===== config.mk =====
export PLATFORM = sky130hd
export DESIGN_NAME = thh_handshake
export DESIGN_NICKNAME = d
export VERILOG_FILES = /design/src/logic/thh_pkg.sv /design/src/logic/thh_handshake.sv /design/src/logic/thh_sync.sv
export SDC_FILE = /design/constraint.sdc
export NUM_CORES = 1
export LEC_CHECK = 0
export ABC_AREA = 1
export BUFFER_PORTS_ARGS = -buffer_cell sky130_fd_sc_hd__buf_2
export CAP_MARGIN = 20
export CORE_ASPECT_RATIO = 2
export CORE_UTILIZATION = 40
export DETAILED_ROUTE_END_ITERATION = 8
export SLEW_MARGIN = 20
export SYNTH_ARGS = -nofsm -noshare
export SYNTH_HDL_FRONTEND = slang
export SYNTH_SLANG_ARGS = --single-unit

===== constraint.sdc =====
create_clock -name i_clk -period 6.2 [get_ports i_clk]
set_clock_uncertainty 0.15 [all_clocks]
set_input_delay 0.31 -clock i_clk [delete_from_list [all_inputs] [get_ports i_clk]]
set_output_delay 0.31 -clock i_clk [all_outputs]
set_load 0.03 [all_outputs]

===== src/logic/thh_pkg.sv =====
// Package with constants and carrier types of the handler handshake block.
package thh_pkg;

	// ****************************************
	// Timing constants
	// ****************************************
	localparam int unsigned CLK_HZ = 25000000;
	localparam int unsigned START_DELAY_US = 600;
	localparam int unsigned START_DELAY_CYC = START_DELAY_US * (CLK_HZ / 1000000);
	localparam int unsigned CMP_TIME_US = 500;
	localparam int unsigned CMP_CYC = CMP_TIME_US * (CLK_HZ / 1000000);
	localparam int unsigned WAIT_BASE_MS = 5;
	localparam int unsigned WAIT_BASE_CYC = WAIT_BASE_MS * (CLK_HZ / 1000);
	localparam int unsigned BEEP_MS = 100;
	localparam int unsigned BEEP_CYC = BEEP_MS * (CLK_HZ / 1000);
	localparam int unsigned DISP_BASE_MS = 3;
	localparam int unsigned DISP_BASE_CYC = DISP_BASE_MS * (CLK_HZ / 1000);
	localparam int unsigned DISP_PT_MS = 6;
	localparam int unsigned DISP_PT_CYC = DISP_PT_MS * (CLK_HZ / 1000);
	localparam int unsigned OPT_MS = 1;
	localparam int unsigned OPT_CYC = OPT_MS * (CLK_HZ / 1000);
	// Wide enough for the longest wait that 255 points with every option can ask for.
	localparam int unsigned CNT_W = 26;
	localparam int unsigned PTS_W = 8;

	// ****************************************
	// Reset values and state types
	// ****************************************
	localparam logic OUT_IDLE_N = 1'h1;

	typedef enum {
		THH_IDLE,
		THH_DELAY,
		THH_ANALOG,
		THH_COMPARE,
		THH_WAIT
	} thh_state_t;

	// Configuration set by the instrument firmware.
	typedef struct packed {
		logic trig_rising;
		logic beeper_on;
		logic limit_on;
		logic bin_on;
		logic [PTS_W-1:0] meas_points;
		logic [PTS_W-1:0] freq_points;
	} thh_cfg_t;

	// Results delivered by the measurement engine when analog acquisition ends.
	typedef struct packed {
		logic contact_fail;
		logic no_bin_match;
		logic limit_fail;
	} thh_result_t;

	// Active-low outputs towards the handler.
	typedef struct packed {
		logic analog_done_n;
		logic cycle_done_n;
		logic no_contact_n;
		logic fail_n;
		logic no_bin_match_n;
		logic alarm_n;
	} thh_pins_t;

endpackage : thh_pkg


===== src/logic/thh_handshake.sv =====
// Handler port handshake, result and alarm logic of the impedance meter.
// Notes on behaviour
// - Assert contact-fail output when DC resistance is outside contact-check limits.
// - While panel-lock is asserted, ignore every front-panel key.
// - Assert alarm on self-test fault, power interruption or circuit malfunction.
// - A power-interruption alarm lasts only as long as power loss.
// - Assert analog-done when acquisition ends; handler may change parts.
// - Assert cycle-done at cycle end; data and comparator outputs then valid.
// - Begin measurement no later than 600 us after trigger edge.
// - Triggers arriving during the post-cycle wait are ignored.
// - Post-cycle wait grows with points, beeper, limit test, bin sorting.
// - Beeper adds about 100 ms to the post-cycle wait.
// - Comparison and output driving take about half a millisecond.
// - Display update takes about 3 ms plus 6 ms per point.
// - Trigger edge, rising or falling, is chosen by a setting.
// - Names with a leading slash are active low on both sides.
// - Overall fail on contact fail, no bin match, or limit failure.
module thh_handshake (
	input wire logic i_clk,
	input wire logic i_rst,
	input wire logic i_ce,
	input wire logic i_ext_trigger_n,
	input wire logic i_key_lock_n,
	input wire thh_pkg::thh_cfg_t i_cfg,
	input wire logic i_analog_end,
	input wire thh_pkg::thh_result_t i_result,
	input wire logic i_selftest_fault,
	input wire logic i_power_loss,
	input wire logic i_circuit_fault,
	input wire logic i_key_press,
	output logic o_key_accept,
	output logic o_meas_start,
	output logic o_busy,
	output thh_pkg::thh_pins_t o_pins
);

	// ****************************************
	// State
	// ****************************************
	typedef struct packed {
		thh_pkg::thh_state_t fsm;
		logic [thh_pkg::CNT_W-1:0] cnt;
		logic [thh_pkg::CNT_W-1:0] wait_len;
		logic meas_start;
		logic key_accept;
		logic lock_s1;
		logic lock_s2;
		logic pwr_s1;
		logic pwr_s2;
		logic alarm_latch;
		logic busy;
		thh_pkg::thh_pins_t pins;
	} thh_hs_state_t;

	thh_hs_state_t st_ff;
	thh_hs_state_t nxt_st;

	logic trig_level;
	logic trig_rise;
	logic trig_fall;
	logic trig_edge;
	logic [thh_pkg::CNT_W-1:0] disp_len;
	logic [thh_pkg::CNT_W-1:0] opt_len;

	// The trigger pin is asynchronous to the meter clock.
	thh_sync u_trig_sync (
		.i_clk(i_clk),
		.i_rst(i_rst),
		.i_ce(i_ce),
		.i_async(i_ext_trigger_n),
		.o_level(trig_level),
		.o_rise(trig_rise),
		.o_fall(trig_fall)
	);

	assign trig_edge = i_cfg.trig_rising ? trig_rise : trig_fall;

	// Wait length: display time, base wait, option costs, and beeper time.
	// The option cost per frequency point is an estimate kept small on purpose.
	assign disp_len = thh_pkg::CNT_W'(thh_pkg::DISP_BASE_CYC)
		+ thh_pkg::CNT_W'(i_cfg.meas_points * thh_pkg::DISP_PT_CYC);
	assign opt_len = thh_pkg::CNT_W'(({1'h0, i_cfg.limit_on} + {1'h0, i_cfg.bin_on})
		* i_cfg.freq_points * thh_pkg::OPT_CYC);

	// ****************************************
	// Next-state logic
	// ****************************************
	always_comb begin
		nxt_st = st_ff;
		if (i_ce) begin
			// The start pulse lasts one enabled cycle; a low enable freezes it.
			nxt_st.meas_start = 1'h0;
			// Power loss passes two flops; it comes from outside this domain.
			nxt_st.pwr_s1 = i_power_loss;
			nxt_st.pwr_s2 = st_ff.pwr_s1;
			nxt_st.lock_s1 = i_key_lock_n;
			nxt_st.lock_s2 = st_ff.lock_s1;
			nxt_st.key_accept = i_key_press & st_ff.lock_s2;
			// Fault alarms latch; power alarm follows the loss only.
			nxt_st.alarm_latch = st_ff.alarm_latch | i_selftest_fault | i_circuit_fault;
			nxt_st.pins.alarm_n = ~(nxt_st.alarm_latch | st_ff.pwr_s2);
			unique case (st_ff.fsm)
				thh_pkg::THH_IDLE: begin
					if (trig_edge) begin
						// New cycle releases the handshake outputs.
						nxt_st.pins.analog_done_n = thh_pkg::OUT_IDLE_N;
						nxt_st.pins.cycle_done_n = thh_pkg::OUT_IDLE_N;
						nxt_st.cnt = '0;
						nxt_st.fsm = thh_pkg::THH_DELAY;
					end
				end
				thh_pkg::THH_DELAY: begin
					// Start well inside the allowed delay: a fixed two cycles.
					nxt_st.cnt = st_ff.cnt + 1'h1;
					if (st_ff.cnt >= thh_pkg::CNT_W'(1)) begin
						nxt_st.meas_start = 1'h1;
						nxt_st.fsm = thh_pkg::THH_ANALOG;
					end
				end
				thh_pkg::THH_ANALOG: begin
					if (i_analog_end) begin
						nxt_st.pins.analog_done_n = 1'h0;
						nxt_st.pins.no_contact_n = ~i_result.contact_fail;
						nxt_st.pins.no_bin_match_n = ~(i_cfg.bin_on & i_result.no_bin_match);
						nxt_st.pins.fail_n = ~(i_result.contact_fail
							| (i_cfg.bin_on & i_result.no_bin_match)
							| (i_cfg.limit_on & i_result.limit_fail));
						nxt_st.cnt = '0;
						nxt_st.fsm = thh_pkg::THH_COMPARE;
					end
				end
				thh_pkg::THH_COMPARE: begin
					nxt_st.cnt = st_ff.cnt + 1'h1;
					if (st_ff.cnt >= thh_pkg::CNT_W'(thh_pkg::CMP_CYC - 1)) begin
						nxt_st.pins.cycle_done_n = 1'h0;
						nxt_st.cnt = '0;
						nxt_st.wait_len = thh_pkg::CNT_W'(thh_pkg::WAIT_BASE_CYC) + disp_len
							+ opt_len
							+ (i_cfg.beeper_on ? thh_pkg::CNT_W'(thh_pkg::BEEP_CYC) : '0);
						nxt_st.fsm = thh_pkg::THH_WAIT;
					end
				end
				thh_pkg::THH_WAIT: begin
					// Triggers in this state are dropped.
					nxt_st.cnt = st_ff.cnt + 1'h1;
					if (st_ff.cnt >= st_ff.wait_len - 1'h1) begin
						nxt_st.fsm = thh_pkg::THH_IDLE;
					end
				end
			endcase
			// Busy is registered so that the output comes straight from a flop.
			nxt_st.busy = nxt_st.fsm != thh_pkg::THH_IDLE;
		end
	end

	// ****************************************
	// Registers
	// ****************************************
	always_ff @(posedge i_clk or posedge i_rst) begin
		if (i_rst) begin
			st_ff <= '{fsm: thh_pkg::THH_IDLE, cnt: '0, wait_len: '0, meas_start: 1'h0,
				key_accept: 1'h0, lock_s1: 1'h1, lock_s2: 1'h1, pwr_s1: 1'h0, pwr_s2: 1'h0,
				alarm_latch: 1'h0, busy: 1'h0, pins: '1};
		end else begin
			st_ff <= nxt_st;
		end
	end

	assign o_pins = st_ff.pins;
	assign o_meas_start = st_ff.meas_start;
	assign o_key_accept = st_ff.key_accept;
	assign o_busy = st_ff.busy;

	// ****************************************
	// Checks
	// ****************************************
	a_start_after_trig: assert property (@(posedge i_clk) disable iff (i_rst)
		(i_ce && st_ff.fsm == thh_pkg::THH_IDLE && trig_edge) ##1 i_ce ##1 i_ce
		|=> o_meas_start)
		else $error("measurement did not start after trigger");
	a_analog_before_done: assert property (@(posedge i_clk) disable iff (i_rst)
		$fell(o_pins.cycle_done_n) |-> !o_pins.analog_done_n)
		else $error("cycle done before analog done");
	a_fail_on_contact: assert property (@(posedge i_clk) disable iff (i_rst)
		!o_pins.no_contact_n |-> !o_pins.fail_n)
		else $error("contact fail without overall fail");
	a_release_on_trig: assert property (@(posedge i_clk) disable iff (i_rst)
		(i_ce && st_ff.fsm == thh_pkg::THH_IDLE && trig_edge) |=>
		o_pins.cycle_done_n && o_pins.analog_done_n)
		else $error("handshake not released on trigger");
	a_key_locked: assert property (@(posedge i_clk) disable iff (i_rst)
		(!st_ff.lock_s2 && i_ce) |=> !o_key_accept)
		else $error("key accepted while locked");
	a_alarm_power: assert property (@(posedge i_clk) disable iff (i_rst)
		(i_ce && st_ff.pwr_s2) |=> !o_pins.alarm_n)
		else $error("no alarm during power loss");
	a_alarm_fault: assert property (@(posedge i_clk) disable iff (i_rst)
		(i_ce && i_selftest_fault) |=> !o_pins.alarm_n [*2])
		else $error("fault alarm not held");
	a_wait_ignores: assert property (@(posedge i_clk) disable iff (i_rst)
		(st_ff.fsm == thh_pkg::THH_WAIT) |=> !o_meas_start)
		else $error("trigger accepted during wait");
	a_done_held: assert property (@(posedge i_clk) disable iff (i_rst)
		(!o_pins.cycle_done_n && !(i_ce && st_ff.fsm == thh_pkg::THH_IDLE && trig_edge))
		|=> !o_pins.cycle_done_n)
		else $error("cycle done dropped before next trigger");
	a_alarm_follows: assert property (@(posedge i_clk) disable iff (i_rst)
		(i_ce && !st_ff.pwr_s2 && !st_ff.alarm_latch && !i_selftest_fault && !i_circuit_fault)
		|=> o_pins.alarm_n)
		else $error("alarm held without a cause");
	a_wait_drops_trig: assert property (@(posedge i_clk) disable iff (i_rst)
		(i_ce && st_ff.fsm == thh_pkg::THH_WAIT && trig_edge)
		|=> !o_pins.cycle_done_n && st_ff.fsm != thh_pkg::THH_DELAY)
		else $error("trigger taken during post-cycle wait");
	a_done_after_cmp: assert property (@(posedge i_clk) disable iff (i_rst)
		$fell(o_pins.cycle_done_n) |-> $past(st_ff.fsm) == thh_pkg::THH_COMPARE)
		else $error("cycle done outside compare end");
	a_contact_flag: assert property (@(posedge i_clk) disable iff (i_rst)
		(i_ce && st_ff.fsm == thh_pkg::THH_ANALOG && i_analog_end && i_result.contact_fail)
		|=> !o_pins.no_contact_n)
		else $error("contact fail not flagged");

endmodule : thh_handshake


===== src/logic/thh_sync.sv =====
// Two-flop synchroniser with edge detection on the synchronised level.
module thh_sync (
	input wire logic i_clk,
	input wire logic i_rst,
	input wire logic i_ce,
	input wire logic i_async,
	output logic o_level,
	output logic o_rise,
	output logic o_fall
);

	typedef struct packed {
		logic s1;
		logic s2;
		logic s3;
	} thh_sync_state_t;

	thh_sync_state_t st_ff;
	thh_sync_state_t nxt_st;

	// The first stage feeds only the second one.
	always_comb begin
		nxt_st = st_ff;
		if (i_ce) begin
			nxt_st.s1 = i_async;
			nxt_st.s2 = st_ff.s1;
			nxt_st.s3 = st_ff.s2;
		end
	end

	// Idle high, since the pins are active low.
	always_ff @(posedge i_clk or posedge i_rst) begin
		if (i_rst) begin
			st_ff <= 3'h7;
		end else begin
			st_ff <= nxt_st;
		end
	end

	assign o_level = st_ff.s2;
	assign o_rise = st_ff.s2 & ~st_ff.s3;
	assign o_fall = ~st_ff.s2 & st_ff.s3;

endmodule : thh_sync


# Word-level counts from Yosys, hierarchy flattened
# Cells that the tools add are included.
dict set report word_totals {
  in_bits 33
  regBits 101
  elab_cells 83
}
dict set report op_classes {
  n_bitwise 16
  multipliers 3
  add_sub_neg 7
  order_cmp 3
  n_reduce_logical 9
  n_mux 16
  eq_ne 9
}
# operator count
set op_table {}
lappend op_table {{58-bit case mux with 5 select lines} 1}
lappend op_table {{58-bit 2-to-1 mux} 3}
lappend op_table {{84-bit 2-to-1 mux} 1}
lappend op_table {{32-bit by 2-bit == test with 1-bit output, second input constant} 2}
lappend op_table {{32-bit 2-to-1 mux} 2}
lappend op_table {{17-bit by 26-bit adder with 26-bit output, first input constant} 2}
lappend op_table {{32-bit by 1-bit == test with 1-bit output, second input constant} 1}
lappend op_table {{32-bit by 3-bit == test with 1-bit output, second input constant} 1}
lappend op_table {{32-bit zero test} 1}
lappend op_table {{32-bit nonzero test} 1}
lappend op_table {{26-bit by 1-bit adder with 26-bit output, second input constant} 1}
lappend op_table {{26-bit by 22-bit adder with 26-bit output} 1}
lappend op_table {{26-bit by 25-bit adder with 26-bit output} 1}
lappend op_table {{26-bit by 1-bit >= comparator with 1-bit output, second input constant} 1}
lappend op_table {{26-bit by 14-bit >= comparator with 1-bit output, second input constant} 1}
lappend op_table {{26-bit >= comparator} 1}
lappend op_table {{26-bit by 1-bit subtractor with 26-bit output, second input constant} 1}
lappend op_table {{10-bit by 12-bit multiplier with 22-bit output, second input constant} 1}
lappend op_table {{8-bit by 14-bit multiplier with 22-bit output, second input constant} 1}
lappend op_table {{22-bit 2-to-1 mux} 1}
lappend op_table {{2-bit by 8-bit multiplier with 10-bit output} 1}
lappend op_table {{3-bit AND reduction} 3}
lappend op_table {{4-bit AND reduction} 2}
lappend op_table {{2-bit inequality test, second input constant} 3}
lappend op_table {{9 further kinds} 29}

# Longest topological paths before layout
# Gate-level depths: netlist of the first run.
dict set report logic_depth {
  word_depth 9
  ltp_mapped 43
  ltp_nobuf 42
}

# Modules after synthesis
# From an unflattened synthesis of the first run, not the netlist that was laid out.
dict set report unflattened {
  cells_unflattened 1532
  area_unflattened_um2 11817.6
}
# mod seq_area_each_um2 area_each_um2 cells_per_inst instances
set by_module_without_submodules {}
lappend by_module_without_submodules {thh_handshake 2387.3 11682.5 1514 1}
lappend by_module_without_submodules {thh_sync 78.8 135.1 18 1}

# Worst setup path after synthesis of the first run
# Ideal clock, no wire load.
dict set report synth_path {
  path_kind {input port to flip-flop}
  start {in i_cfg[16] (netlist name)}
  end {reg st_ff[36] (netlist name)}
  setup_ns 0.117
  path_stages 39
  path_buffers 1
  setup_slack_ns -1.635
  arrival_ns 7.568
  required_time_ns 5.933
  cell_sequence {ha_1 clkbuf_1 nand2_1 inv_1 ha_1 inv_1 fa_1 o21ai_0 a21oi_1 o21bai_1 nand2_1 a21oi_1 ha_1 ha_1 fa_1 fa_1 ha_1 ha_1 (+3 left out) nand2_1 a21oi_1 o21ai_0 xnor2_1 ha_1 fa_1 inv_1 ha_1 a21o_1 a31oi_1 nand3_1 nand2_1 nand2_1 nand3_1 nand2_1 or2_2 nand3_1 nand2_1}
}
dict set report synth_via {
  elab_chain_len 5
}
# element line
set synth_lines {}
lappend synth_lines {{from (decl)} thh_handshake.sv:24} ;# input wire thh_pkg::thh_cfg_t i_cfg,
lappend synth_lines {{1-bit by 1-bit adder with 2-bit output} thh_handshake.sv:82} ;# assign opt_len = thh_pkg::CNT_W'(({1'h0, i_cfg.limit_on} + {1'h0, i_cfg.bin_on})
lappend synth_lines {{2-bit by 8-bit multiplier with 10-bit output} thh_handshake.sv:83} ;# * i_cfg.freq_points * thh_pkg::OPT_CYC);
lappend synth_lines {{10-bit by 12-bit multiplier with 22-bit output} thh_handshake.sv:83}
lappend synth_lines {{26-bit by 25-bit adder with 26-bit output} thh_handshake.sv:138} ;# + opt_len
lappend synth_lines {{26-bit by 22-bit adder with 26-bit output} thh_handshake.sv:139} ;# + (i_cfg.beeper_on ? thh_pkg::CNT_W'(thh_pkg::BEEP_CYC) : '0);
lappend synth_lines {{to (signal assigned)} thh_handshake.sv:161} ;# st_ff <= '{fsm: thh_pkg::THH_IDLE, cnt: '0, wait_len: '0, meas_start: 1'h0,
lappend synth_lines {{to (signal assigned)} thh_handshake.sv:165} ;# st_ff <= nxt_st;
lappend synth_lines {{to (decl)} thh_handshake.sv:55} ;# thh_hs_state_t st_ff;
# Every way passes these cells.
# A chain may end at the register's enable or synchronous reset.

# Final worst setup path of the first run
# Ends and elaborated chain as after synthesis.

==> metrics, run 1 <==
share of layout cells above drive strength 1=0.271; drt pass-1 iters=4; CTS H-tree depth=3; vias per cell=5.07; ranking of synthesized cells by instance count=268 x nand2_1, 243 x inv_1, 215 x ha_1; Slowest-stage cell, CP=fa_2; total wire length=32100 um; Netlist cell types=49; maxcap violations=0; Non-Filler Instances=2108; Hold Path Cell Cnt=3; GR Util All Layers=0.221; Clock transition at path regs=0.07 ns; Worst R2R End=o_busy; Worst Hold Launch=i_key_press; CP max stage delay=0.61 ns; Area Growth Syn to Fin=31.6%; vias in the first global route=11100; status=finished, violations left; final setup fails=13; Hold Crit Endpoint=o_key_accept; Synth Area per Inst=7.73 um2; CTS tree=yes; Worst EP arrival=7.11 ns; Die X-Extent=123 um; Final TNS setup=-7.59 ns; Clock Latency Late Sink=0.36 ns; Crit path top cell by count=ha_4; DR iter-0 viols=338; r2r setup slk=2.39 ns; min Tclk post-route=7.01 ns; final hold viol count=0; Synth Cell Area=11700 um2; EDFF count, synth=0; residual DRC count=0; sequential share of the synthesized area=0.210; Rel. slew slack=0.448; post-DP HPWL=26700 um; core area=28800 um2; die height=244 um; Setup CP Type=input port to flop; GRT Residual Overflow=0; Worst EP required=6.30 ns; FF/Latch Area=2470 um2; Yosys Warn Count=0; Synth Instances=1519; reg2reg start=st_ff[17]; top cells by area, synth=ha_1 23%, dfrtp_1 19%, nand2_1 8.6%; failing checks=setup timing; Final nets=2040; clk sinks=98; diodes inserted=0; maximum clock insertion buffer count=2; Worst Path Max Fanout=4; Async SR Flop Fraction=1.00; Final Max Tran Viols=0; worst slew pin tran=0.828 ns; largest net degree at the start of global routing=56; R2R cell count=21; largest area contributor in the netlist=ha_1; fmax=143 MHz; Starting Density=0.407; footprint of the multi-input gates=9520 um2; initial antenna violation count=0; routed length per instance=15.2 um; Synth top area share=0.229; die area=30100 um2; # fillers=2737; clock root cell=clkbuf_16; TritonCTS Buffers=9; Synth Register Bits=98; most common cell in the netlist=nand2_1; period utilisation layout=1.13; Worst Slack Setup Final=-0.806 ns; placed instance count=2071; I/O Pins=42; Detail Route Antenna Nets=0; gp weighted congestion=0.908; hold crit path type=input port to flop; first-pass GRT wire length=51600 um; Post-Syn Nets=1816; RSZ-0062 raised after global routing=yes; IO buf count=41; Top FF cell, synth=dfrtp_1; FP Rows=88; startpoint types=input port; via count of the routed design=10700; CP Capture Type=flop
## per-stage QoR
step | utilization | setup WS, ns | area, um2 | hold slack, ns
detailed placement | 0.484 | -1.45 | 14000 | 0.299
CTS | 0.516 | -0.874 | 14900 | 0.00932
floorplan | - | -0.957 | 12100 | 0.236
global route | 0.536 | -1.16 | 15500 | 0.0329
finish | 0.536 | -0.806 | 15500 | 0.0273
global placement | 0.484 | -1.42 | 14000 | 0.292
## worst max-delay path: cells and delay by family
kind	cells	cell delay [ns]
compound gates	9	1.43
simple gates	11	0.98
xor+xnor	1	0.16
fa+ha+maj	12	3.90
buf+inv	5	0.32
## repair_timing
item                                    CTS  global route
hold buffers                              5             0
resized for setup                        83            87
endpoints found under the setup margin   15            15
buffers inserted                         12             8
endpoints found under the hold margin    49             0
pin swaps                                60            55
## cell type report
cell class                 count  share of cell area
multi-input combinational   1143               0.616
sequential                    98               0.160
timing repair buffer         240               0.115
inverter                     251              0.0614
tap                          360              0.0291
clock buffer                  10              0.0155
clock inverter                 6             0.00316
## flip-flops by register name (all words and copies together) (netlist names)
register,count
st_ff,86
o_pins,6
u_trig_sync.st_ff,2
o_busy,1
o_key_accept,1
o_meas_start,1
u_trig_sync.o_level,1
## layer usage
layer  global-route usage  routed length, um  up-vias
met5                    0                  0        -
met2                0.456              19000      155
li1                     -                  -     5415
met1                0.196              10700     5021
met3               0.0198                460       90
met4                0.123               1920        0
## kinds of logic (layout without fill, tap and decap cells)
kind of cell,Yosys count,in the layout,share of synthesized area
AO/OA/AOI/OAI,232,232,0.114
AND/OR/NAND/NOR,561,561,0.206
buffers and inverters,278,507,0.0934
adder cells (fa/ha/maj),264,264,0.313
XOR/XNOR,86,86,0.0641
flip-flops,98,98,0.210
## placed cells by master (no fill, tap or decap), drive strengths merged, types with 3 or more instances in the layout
cell type | netlist | routed
a31oi | 5 | 5
ha | 215 | 215
nor3b | 5 | 5
clkinvlp | 0 | 3
nand3 | 68 | 68
dlygate4sd3 | 0 | 5
o21ai | 63 | 63
a21boi | 9 | 9
xor2 | 54 | 54
nor2 | 152 | 152
a41oi | 8 | 8
or2 | 6 | 6
a21o | 6 | 6
fa | 49 | 49
inv | 250 | 252
nand4 | 23 | 23
buf | 16 | 235
nand3b | 5 | 5
nand2 | 269 | 269
dfstp | 11 | 11
o21bai | 7 | 7
nor3 | 24 | 24
xnor2 | 32 | 32
dfrtp | 87 | 87
o31ai | 8 | 8
a21oi | 117 | 117
clkbuf | 11 | 10
nor4 | 6 | 6
## how the worst max path moves through the flow
stage          startpoint        end  slack (ns)
5_1_grt         i_cfg[16]  st_ff[36]       -1.16
3_5_place_dp    i_cfg[16]  st_ff[39]       -1.45
2_1_floorplan   i_cfg[17]  st_ff[36]       -0.96
3_3_place_gp    i_cfg[16]  st_ff[31]       -1.42
4_1_cts         i_cfg[16]  st_ff[39]       -0.87
6_report        i_cfg[16]  st_ff[36]       -0.81
Power of run 1 is not shown: default switching activity piles up to over one toggle a cycle in this logic, so the estimate is an artifact.
==> run 2: changes to the inputs <==
Settings changed: CORE_UTILIZATION 40 to 55, PLACE_DENSITY set to 0.72.
==> run 2 against run 1 <==
  * The flow still finishes with violations (setup timing)
  * Global-route usage up 9.8 points
  * Flip-flop and latch count unchanged
  * Core utilization up 22 points
  * Fmax down 4.9%
  * Cell count down 3.7%
  * Worst hold slack better by 0.0051 ns
  * Non-clock buffer count up 13
  * First-iteration DRC count up 48%
  * Die area down 27%
  * Wire length up 17%
  * Highest routed layer unchanged
==> metrics, run 2 (synthesis results as in run 1) <==
final setup fails=15 (+2); die area=22000 um2 (-27%); residual DRC count=0 (unchanged); cell area after layout=15800 um2 (+2.4%); commonest cells after routing, fill and taps aside=236 x nand2_1, 214 x inv_1, 183 x buf_4; diodes inserted=0 (unchanged); largest net degree at the start of global routing=71 (+27%); die height=209 um (-15%); I/O Pins=42 (unchanged); commonest non-fill, non-tap cell in the layout=nand2_1; Worst EP arrival=7.48 ns (+0.37 ns); post-DP HPWL=26400 um (-1.1%); R2R cell count=21 (unchanged); Area Growth Syn to Fin=34.8%; CP max stage delay=0.58 ns (-0.03 ns); first-pass GRT wire length=54800 um (+6.2%); Worst Path Max Fanout=4 (unchanged); min Tclk post-route=7.37 ns (+0.364 ns); Setup CP Type=input port to flop; CP Buf/Inv Count=7 (+2); via count of the routed design=11600 (+8.5%); startpoint types=input port; worst slew pin tran=0.936 ns (+0.107 ns); status=finished, violations left; Worst R2R End=o_busy; Starting Density=0.561 (+0.154); # fillers=1411 (-48%); final hold viol count=0 (unchanged); fmax=136 MHz (-4.9%); share of layout cells above drive strength 1=0.303 (+0.0321); total wire length=37700 um (+17%); Worst EP required=6.31 ns (about the same); Worst Slack Setup Final=-1.17 ns (-0.364 ns); CTS tree=yes; Slowest-stage cell, CP=fa_1; Hold Path Cell Cnt=3 (unchanged); r2r setup slk=2.26 ns (-0.13 ns); GR Util All Layers=0.318 (+0.0977); number of flip-flops under the largest register name=86 (unchanged); wire length on met2=21000 um (+10%); metal3 WL=1180 um (+160%); Area after DPL=13800 um2 (-1.1%); vias in the first global route=12000 (+8.6%); Worst Hold Launch=i_key_press; Final TNS setup=-11.65 ns (-4.06 ns); clk sinks=98 (unchanged); Final nets=2053 (+0.64%); Top reg by flops=st_ff; maximum clock insertion buffer count=2 (unchanged); DR iter-0 viols=499 (+48%); Die X-Extent=105 um (-14%); gp weighted congestion=0.986 (+8.7%); Crit path top cell by count=ha_4; M1 WL=12100 um (+13%); maxcap violations=0 (unchanged); Hold Crit Endpoint=o_key_accept; routed length per instance=18.6 um (+22%); CP Capture Type=flop; reg2reg start=st_ff[17]; Detail Route Antenna Nets=0 (unchanged); clock root cell=clkbuf_16; Rel. slew slack=0.376 (-0.0716); GRT Residual Overflow=0 (unchanged); Clock transition at path regs=0.08 ns (about the same); vias per cell=5.71 (+13%); hold crit path type=input port to flop; core area=20900 um2 (-27%); period utilisation layout=1.19 (+0.0587); CTS H-tree depth=3 (unchanged); IO buf count=41 (unchanged); RSZ-0062 raised after global routing=yes; initial antenna violation count=0 (unchanged); drt pass-1 iters=5 (+1); FP Rows=75 (-15%); Clock Latency Late Sink=0.36 ns (about the same); delay-heaviest family, CP=adder cells; failing checks=setup timing; top sig layer=met4; TritonCTS Buffers=9 (unchanged); Final Max Tran Viols=0 (unchanged)
[run 2: cell types whose count changed in the layout (fill, tap and decap cells not counted), sizes merged]
cell and change:
bufinv +1, clkinvlp -2, buf +13, inv +2, clkbuf -1
[run 2: worst max path at each step]
stage	start	end	slack (ns)	depth (start not counted)
final	i_cfg[17]	st_ff[36]	-1.17	40
after global routing	i_cfg[17]	st_ff[39]	-1.48	39
after CTS	i_cfg[16]	st_ff[39]	-0.94	38
after detailed placement	i_cfg[17]	st_ff[38]	-1.69	40
after global placement	i_cfg[17]	st_ff[38]	-1.53	39
after floorplan	i_cfg[17]	st_ff[36]	-0.96	39
[run 2: cell type report]
cell class / count / area, um2 / share of cell area
inverter: 251 / 950 / 0.0600
sequential: 98 / 2470 / 0.156
clock inverter: 7 / 81.3 / 0.00514
clock buffer: 9 / 225 / 0.0142
tap: 269 / 337 / 0.0213
multi-input combinational: 1143 / 9850 / 0.623
timing repair buffer: 253 / 1920 / 0.121
[run 2: worst register-to-register path, stage by stage, from the launching register on]
cell and delay (ns):
dfrtp_1 0.39, inv_1 0.10, ha_1 0.20, nand2_1 0.08
nor2_1 0.24, nand2_1 0.17, nor3_1 0.33, nand3_1 0.24
nor3_1 0.23, xor2_1 0.12, ha_1 0.31, nand2_1 0.07
nor2_1 0.19, nand4_1 0.22, nor2_1 0.20, nand2_1 0.08
nand4_1 0.11, nand4_1 0.09, nor2_1 0.10, nand3_1 0.10
nand2_1 0.07, nand2_1 0.06
[run 2: per-stage QoR]
stage | worst slack, ns | hold slack [ns] | cells | utilization
5_1_grt | -1.48 | 0.0715 | 2030 | 0.756
3_3_place_gp | -1.53 | 0.156 | 1976 | 0.660
2_1_floorplan | -0.957 | 0.236 | 1519 | -
6_report | -1.17 | 0.0324 | 2030 | 0.756
3_5_place_dp | -1.69 | 0.164 | 1976 | 0.660
4_1_cts | -0.935 | 0.0243 | 2013 | 0.714
[run 2: timing repair]
action | 4_1_cts | 5_1_grt
setup endpoints to repair | 15 | 15
hold endpoints to repair | 22 | 0
pin swaps | 84 | 101
resized for setup | 103 | 151
setup buffers | 33 | 19
hold buffers | 5 | 0
[run 2: per-layer routing]
metal / global-route usage / vias to the layer above
met4: 0.248 / 0
met1: 0.269 / 5545
met2: 0.650 / 401
met5: 0 / -
li1: - / 5436
met3: 0.0287 / 202
Power of run 2 is left out for the same reason.
==> run 3: changes to the inputs <==
Settings changed: CORE_UTILIZATION 55 to 45, PLACE_DENSITY 0.72 to not set, SYNTH_HIERARCHICAL set to 1.
==> run 3 against run 2 <==
  * The flow still finishes with violations (setup timing)
  * Clock-buffer cell count rose by 2
  * Synthesized cell count rose by 0.86%
  * Worst hold slack got worse by 0.032 ns
  * Sequential share of layout area up 0.058 points
  * Design area shrank 0.37%
  * Fmax is 3.3% higher
  * Die area increased by 23%
  * Area after synthesis grew 0.63%
  * Non-clock buffer count increased by 11
  * Global-route usage fell by 5.4 points
==> metrics, run 3 <==
status=finished, violations left; failing checks=setup timing; Area Growth Syn to Fin=33.4%; FF/Latch Area=2470 um2 (unchanged); vias per cell=5.26 (-7.8%); DR iter-0 viols=451 (-9.6%); footprint of the multi-input gates=9670 um2 (-1.9%); largest area contributor in the netlist=ha_1; period utilisation layout=1.15 (-0.0382); Yosys Warn Count=6 (+6); commonest cells after routing, fill and taps aside=247 x nand2_1, 221 x inv_1, 207 x buf_4; largest net degree at the start of global routing=76 (+7.0%); maxcap violations=0 (unchanged); global-route track usage on met3=0.0243 (-0.00438); maximum clock insertion buffer count=2 (unchanged); gp weighted congestion=0.970 (-1.7%); Async SR Flop Fraction=1.00 (unchanged); vias in the first global route=11400 (-5.2%); hold crit path type=input port to flop; Synth Instances=1532 (+0.86%); Worst EP arrival=7.23 ns (-0.25 ns); first-pass GRT wire length=54400 um (-0.82%); Post-Syn Nets=1829 (+0.72%); Top FF cell, synth=dfrtp_1; die area=27000 um2 (+23%); met2 usage=0.535 (-0.115); worst slew pin tran=0.968 ns (+0.0320 ns); Area after DPL=14000 um2 (+1.3%); die height=231 um (+11%); diodes inserted=0 (unchanged); cell area after layout=15800 um2 (-0.37%); fmax=140 MHz (+3.3%); final hold viol count=0 (unchanged); Synth Area per Inst=7.71 um2 (-0.23%); initial antenna violation count=0 (unchanged); CP max stage delay=0.59 ns (about the same); Final Max Tran Viols=0 (unchanged); most common cell in the netlist=nand2_1; Worst Path Max Fanout=5 (+1); top cells by area, synth=ha_1 23%, dfrtp_1 18%, nand2_1 8.5%; startpoint types=input port; CTS tree=yes; Non-Filler Instances=2124 (+4.6%); RSZ-0062 raised after global routing=yes; clock root cell=clkbuf_16; Final nets=2076 (+1.1%); GR Util All Layers=0.265 (-0.0537); GRT met1 Usage=0.241 (-0.0275); CP Capture Type=flop; drt pass-1 iters=5 (unchanged); FP Rows=83 (+11%); min Tclk post-route=7.13 ns (-0.237 ns); IO buf count=41 (unchanged); I/O Pins=42 (unchanged); # fillers=2321 (+64%); ranking of synthesized cells by instance count=269 x nand2_1, 242 x inv_1, 215 x ha_1; commonest non-fill, non-tap cell in the layout=nand2_1; Slowest-stage cell, CP=fa_1; Rel. slew slack=0.355 (-0.0213); Starting Density=0.459 (-0.102); EDFF count, synth=0 (unchanged); Synth top area share=0.228 (-0.00143); residual DRC count=0 (unchanged); Die X-Extent=117 um (+11%); Synth Cell Area=11800 um2 (+0.63%); clk sinks=98 (unchanged); Clock Latency Late Sink=0.37 ns (about the same); TritonCTS Buffers=9 (unchanged); total wire length=34800 um (-7.8%); Worst Slack Setup Final=-0.933 ns (+0.237 ns); placed instance count=2066 (+4.6%); post-DP HPWL=27500 um (+4.2%); CTS H-tree depth=3 (unchanged); Detail Route Antenna Nets=0 (unchanged); number of flip-flops under the largest register name=86 (unchanged); core area=25800 um2 (+23%); via count of the routed design=11200 (-3.5%); sequential share of the synthesized area=0.209 (-0.00131); gr busiest metal=met2; Crit path top cell by count=ha_4; Worst EP required=6.30 ns (about the same); Setup CP Type=input port to flop; routed length per instance=16.4 um (-12%); Netlist cell types=50 (+2.0%); Clock transition at path regs=0.07 ns (about the same); GRT Residual Overflow=0 (unchanged); Top reg by flops=st_ff; final setup fails=14 (-1); share of layout cells above drive strength 1=0.288 (-0.0151); Synth Register Bits=98 (unchanged)
==> run 3: changes by cell type in the layout (fill, tap and decap cells not counted), moves of 10 or more <==
cell / change
o21ai_0: +32
a21oi_1: -24
buf_4: +24
ha_1: +15
ha_4: -15
nor3_1: +15
buf_6: -11
nand2_1: +11
a21boi_0: +10
o21ai_1: -10
==> run 3: final cells by class <==
| type | count | share of cell area |
|---|---|---|
| Multi-Input combinational cell | 1157 | 0.613 |
| Sequential cell | 98 | 0.156 |
| Timing Repair Buffer | 264 | 0.124 |
| Inverter | 249 | 0.0597 |
| Tap cell | 340 | 0.0270 |
| Clock buffer | 11 | 0.0154 |
| Clock inverter | 5 | 0.00389 |
==> run 3: path summary, 6_finish.rpt <==
kind | to | depth (start not counted) | from | slack [ns]
worst max-delay path | st_ff[38] | 36 | i_cfg[17] | -0.93
worst min-delay path | u_trig_sync/st_ff[2] | 3 | i_ext_trigger_n | 0.0008
worst max register to register | o_busy | 23 | st_ff[17] | 2.22
worst min register to register | st_ff[7] | 2 | st_ff[7] | 0.32
max in group asynchronous | st_ff[69] | 4 | i_rst | 4.33
min in group asynchronous | o_meas_start | 3 | i_rst | 0.29
==> run 3: worst max-delay path, delay by kind of cell <==
family / cells / cell delay [ns]
adders and majority gates: 12 / 4.14
buffers and inverters: 7 / 0.72
AOI/OAI and AO/OA: 4 / 0.54
and+or+nand+nor: 11 / 1.19
xor gates and xnor gates: 2 / 0.33
==> run 3: per-stage QoR <==
| stage | setup WS [ns] | TNS [ns] | util | hold WS (ns) |
|---|---|---|---|---|
| finish | -0.933 | -8.67 | 0.612 | 0.000784 |
| global route | -1.18 | -11.91 | 0.612 | 0.0114 |
| CTS | -0.864 | -7.33 | 0.597 | 0.000739 |
| detailed placement | -1.75 | -18.19 | 0.544 | 0.136 |
| global placement | -1.65 | -17.28 | 0.544 | 0.143 |
| floorplan | -0.815 | -7.26 | - | 0.0933 |
==> run 3: logic make-up after synthesis <==
| group | share of synthesized area |
|---|---|
| xor gates and xnor gates | 0.0593 |
| AOI/OAI and AO/OA | 0.113 |
| buffers and inverters | 0.0919 |
| muxes | 0.000953 |
| adders and majority gates | 0.311 |
| DFF | 0.209 |
| and+or+nand+nor | 0.216 |
==> run 3: per-layer routing <==
metal / wire length, um / part of all wire
met1: 11600 / 0.33
met2: 20200 / 0.58
met3: 666 / 0.019
met4: 2290 / 0.066
met5: 0 / 0
==> run 3: what timing repair did <==
item,in CTS,in global routing
endpoints found under the setup margin,15,15
hold endpoints to repair,24,0
hold buffers,2,0
buffers inserted,30,11
gates resized for setup,130,61
pin swaps,87,50
Power of run 3 is left out for the same reason.
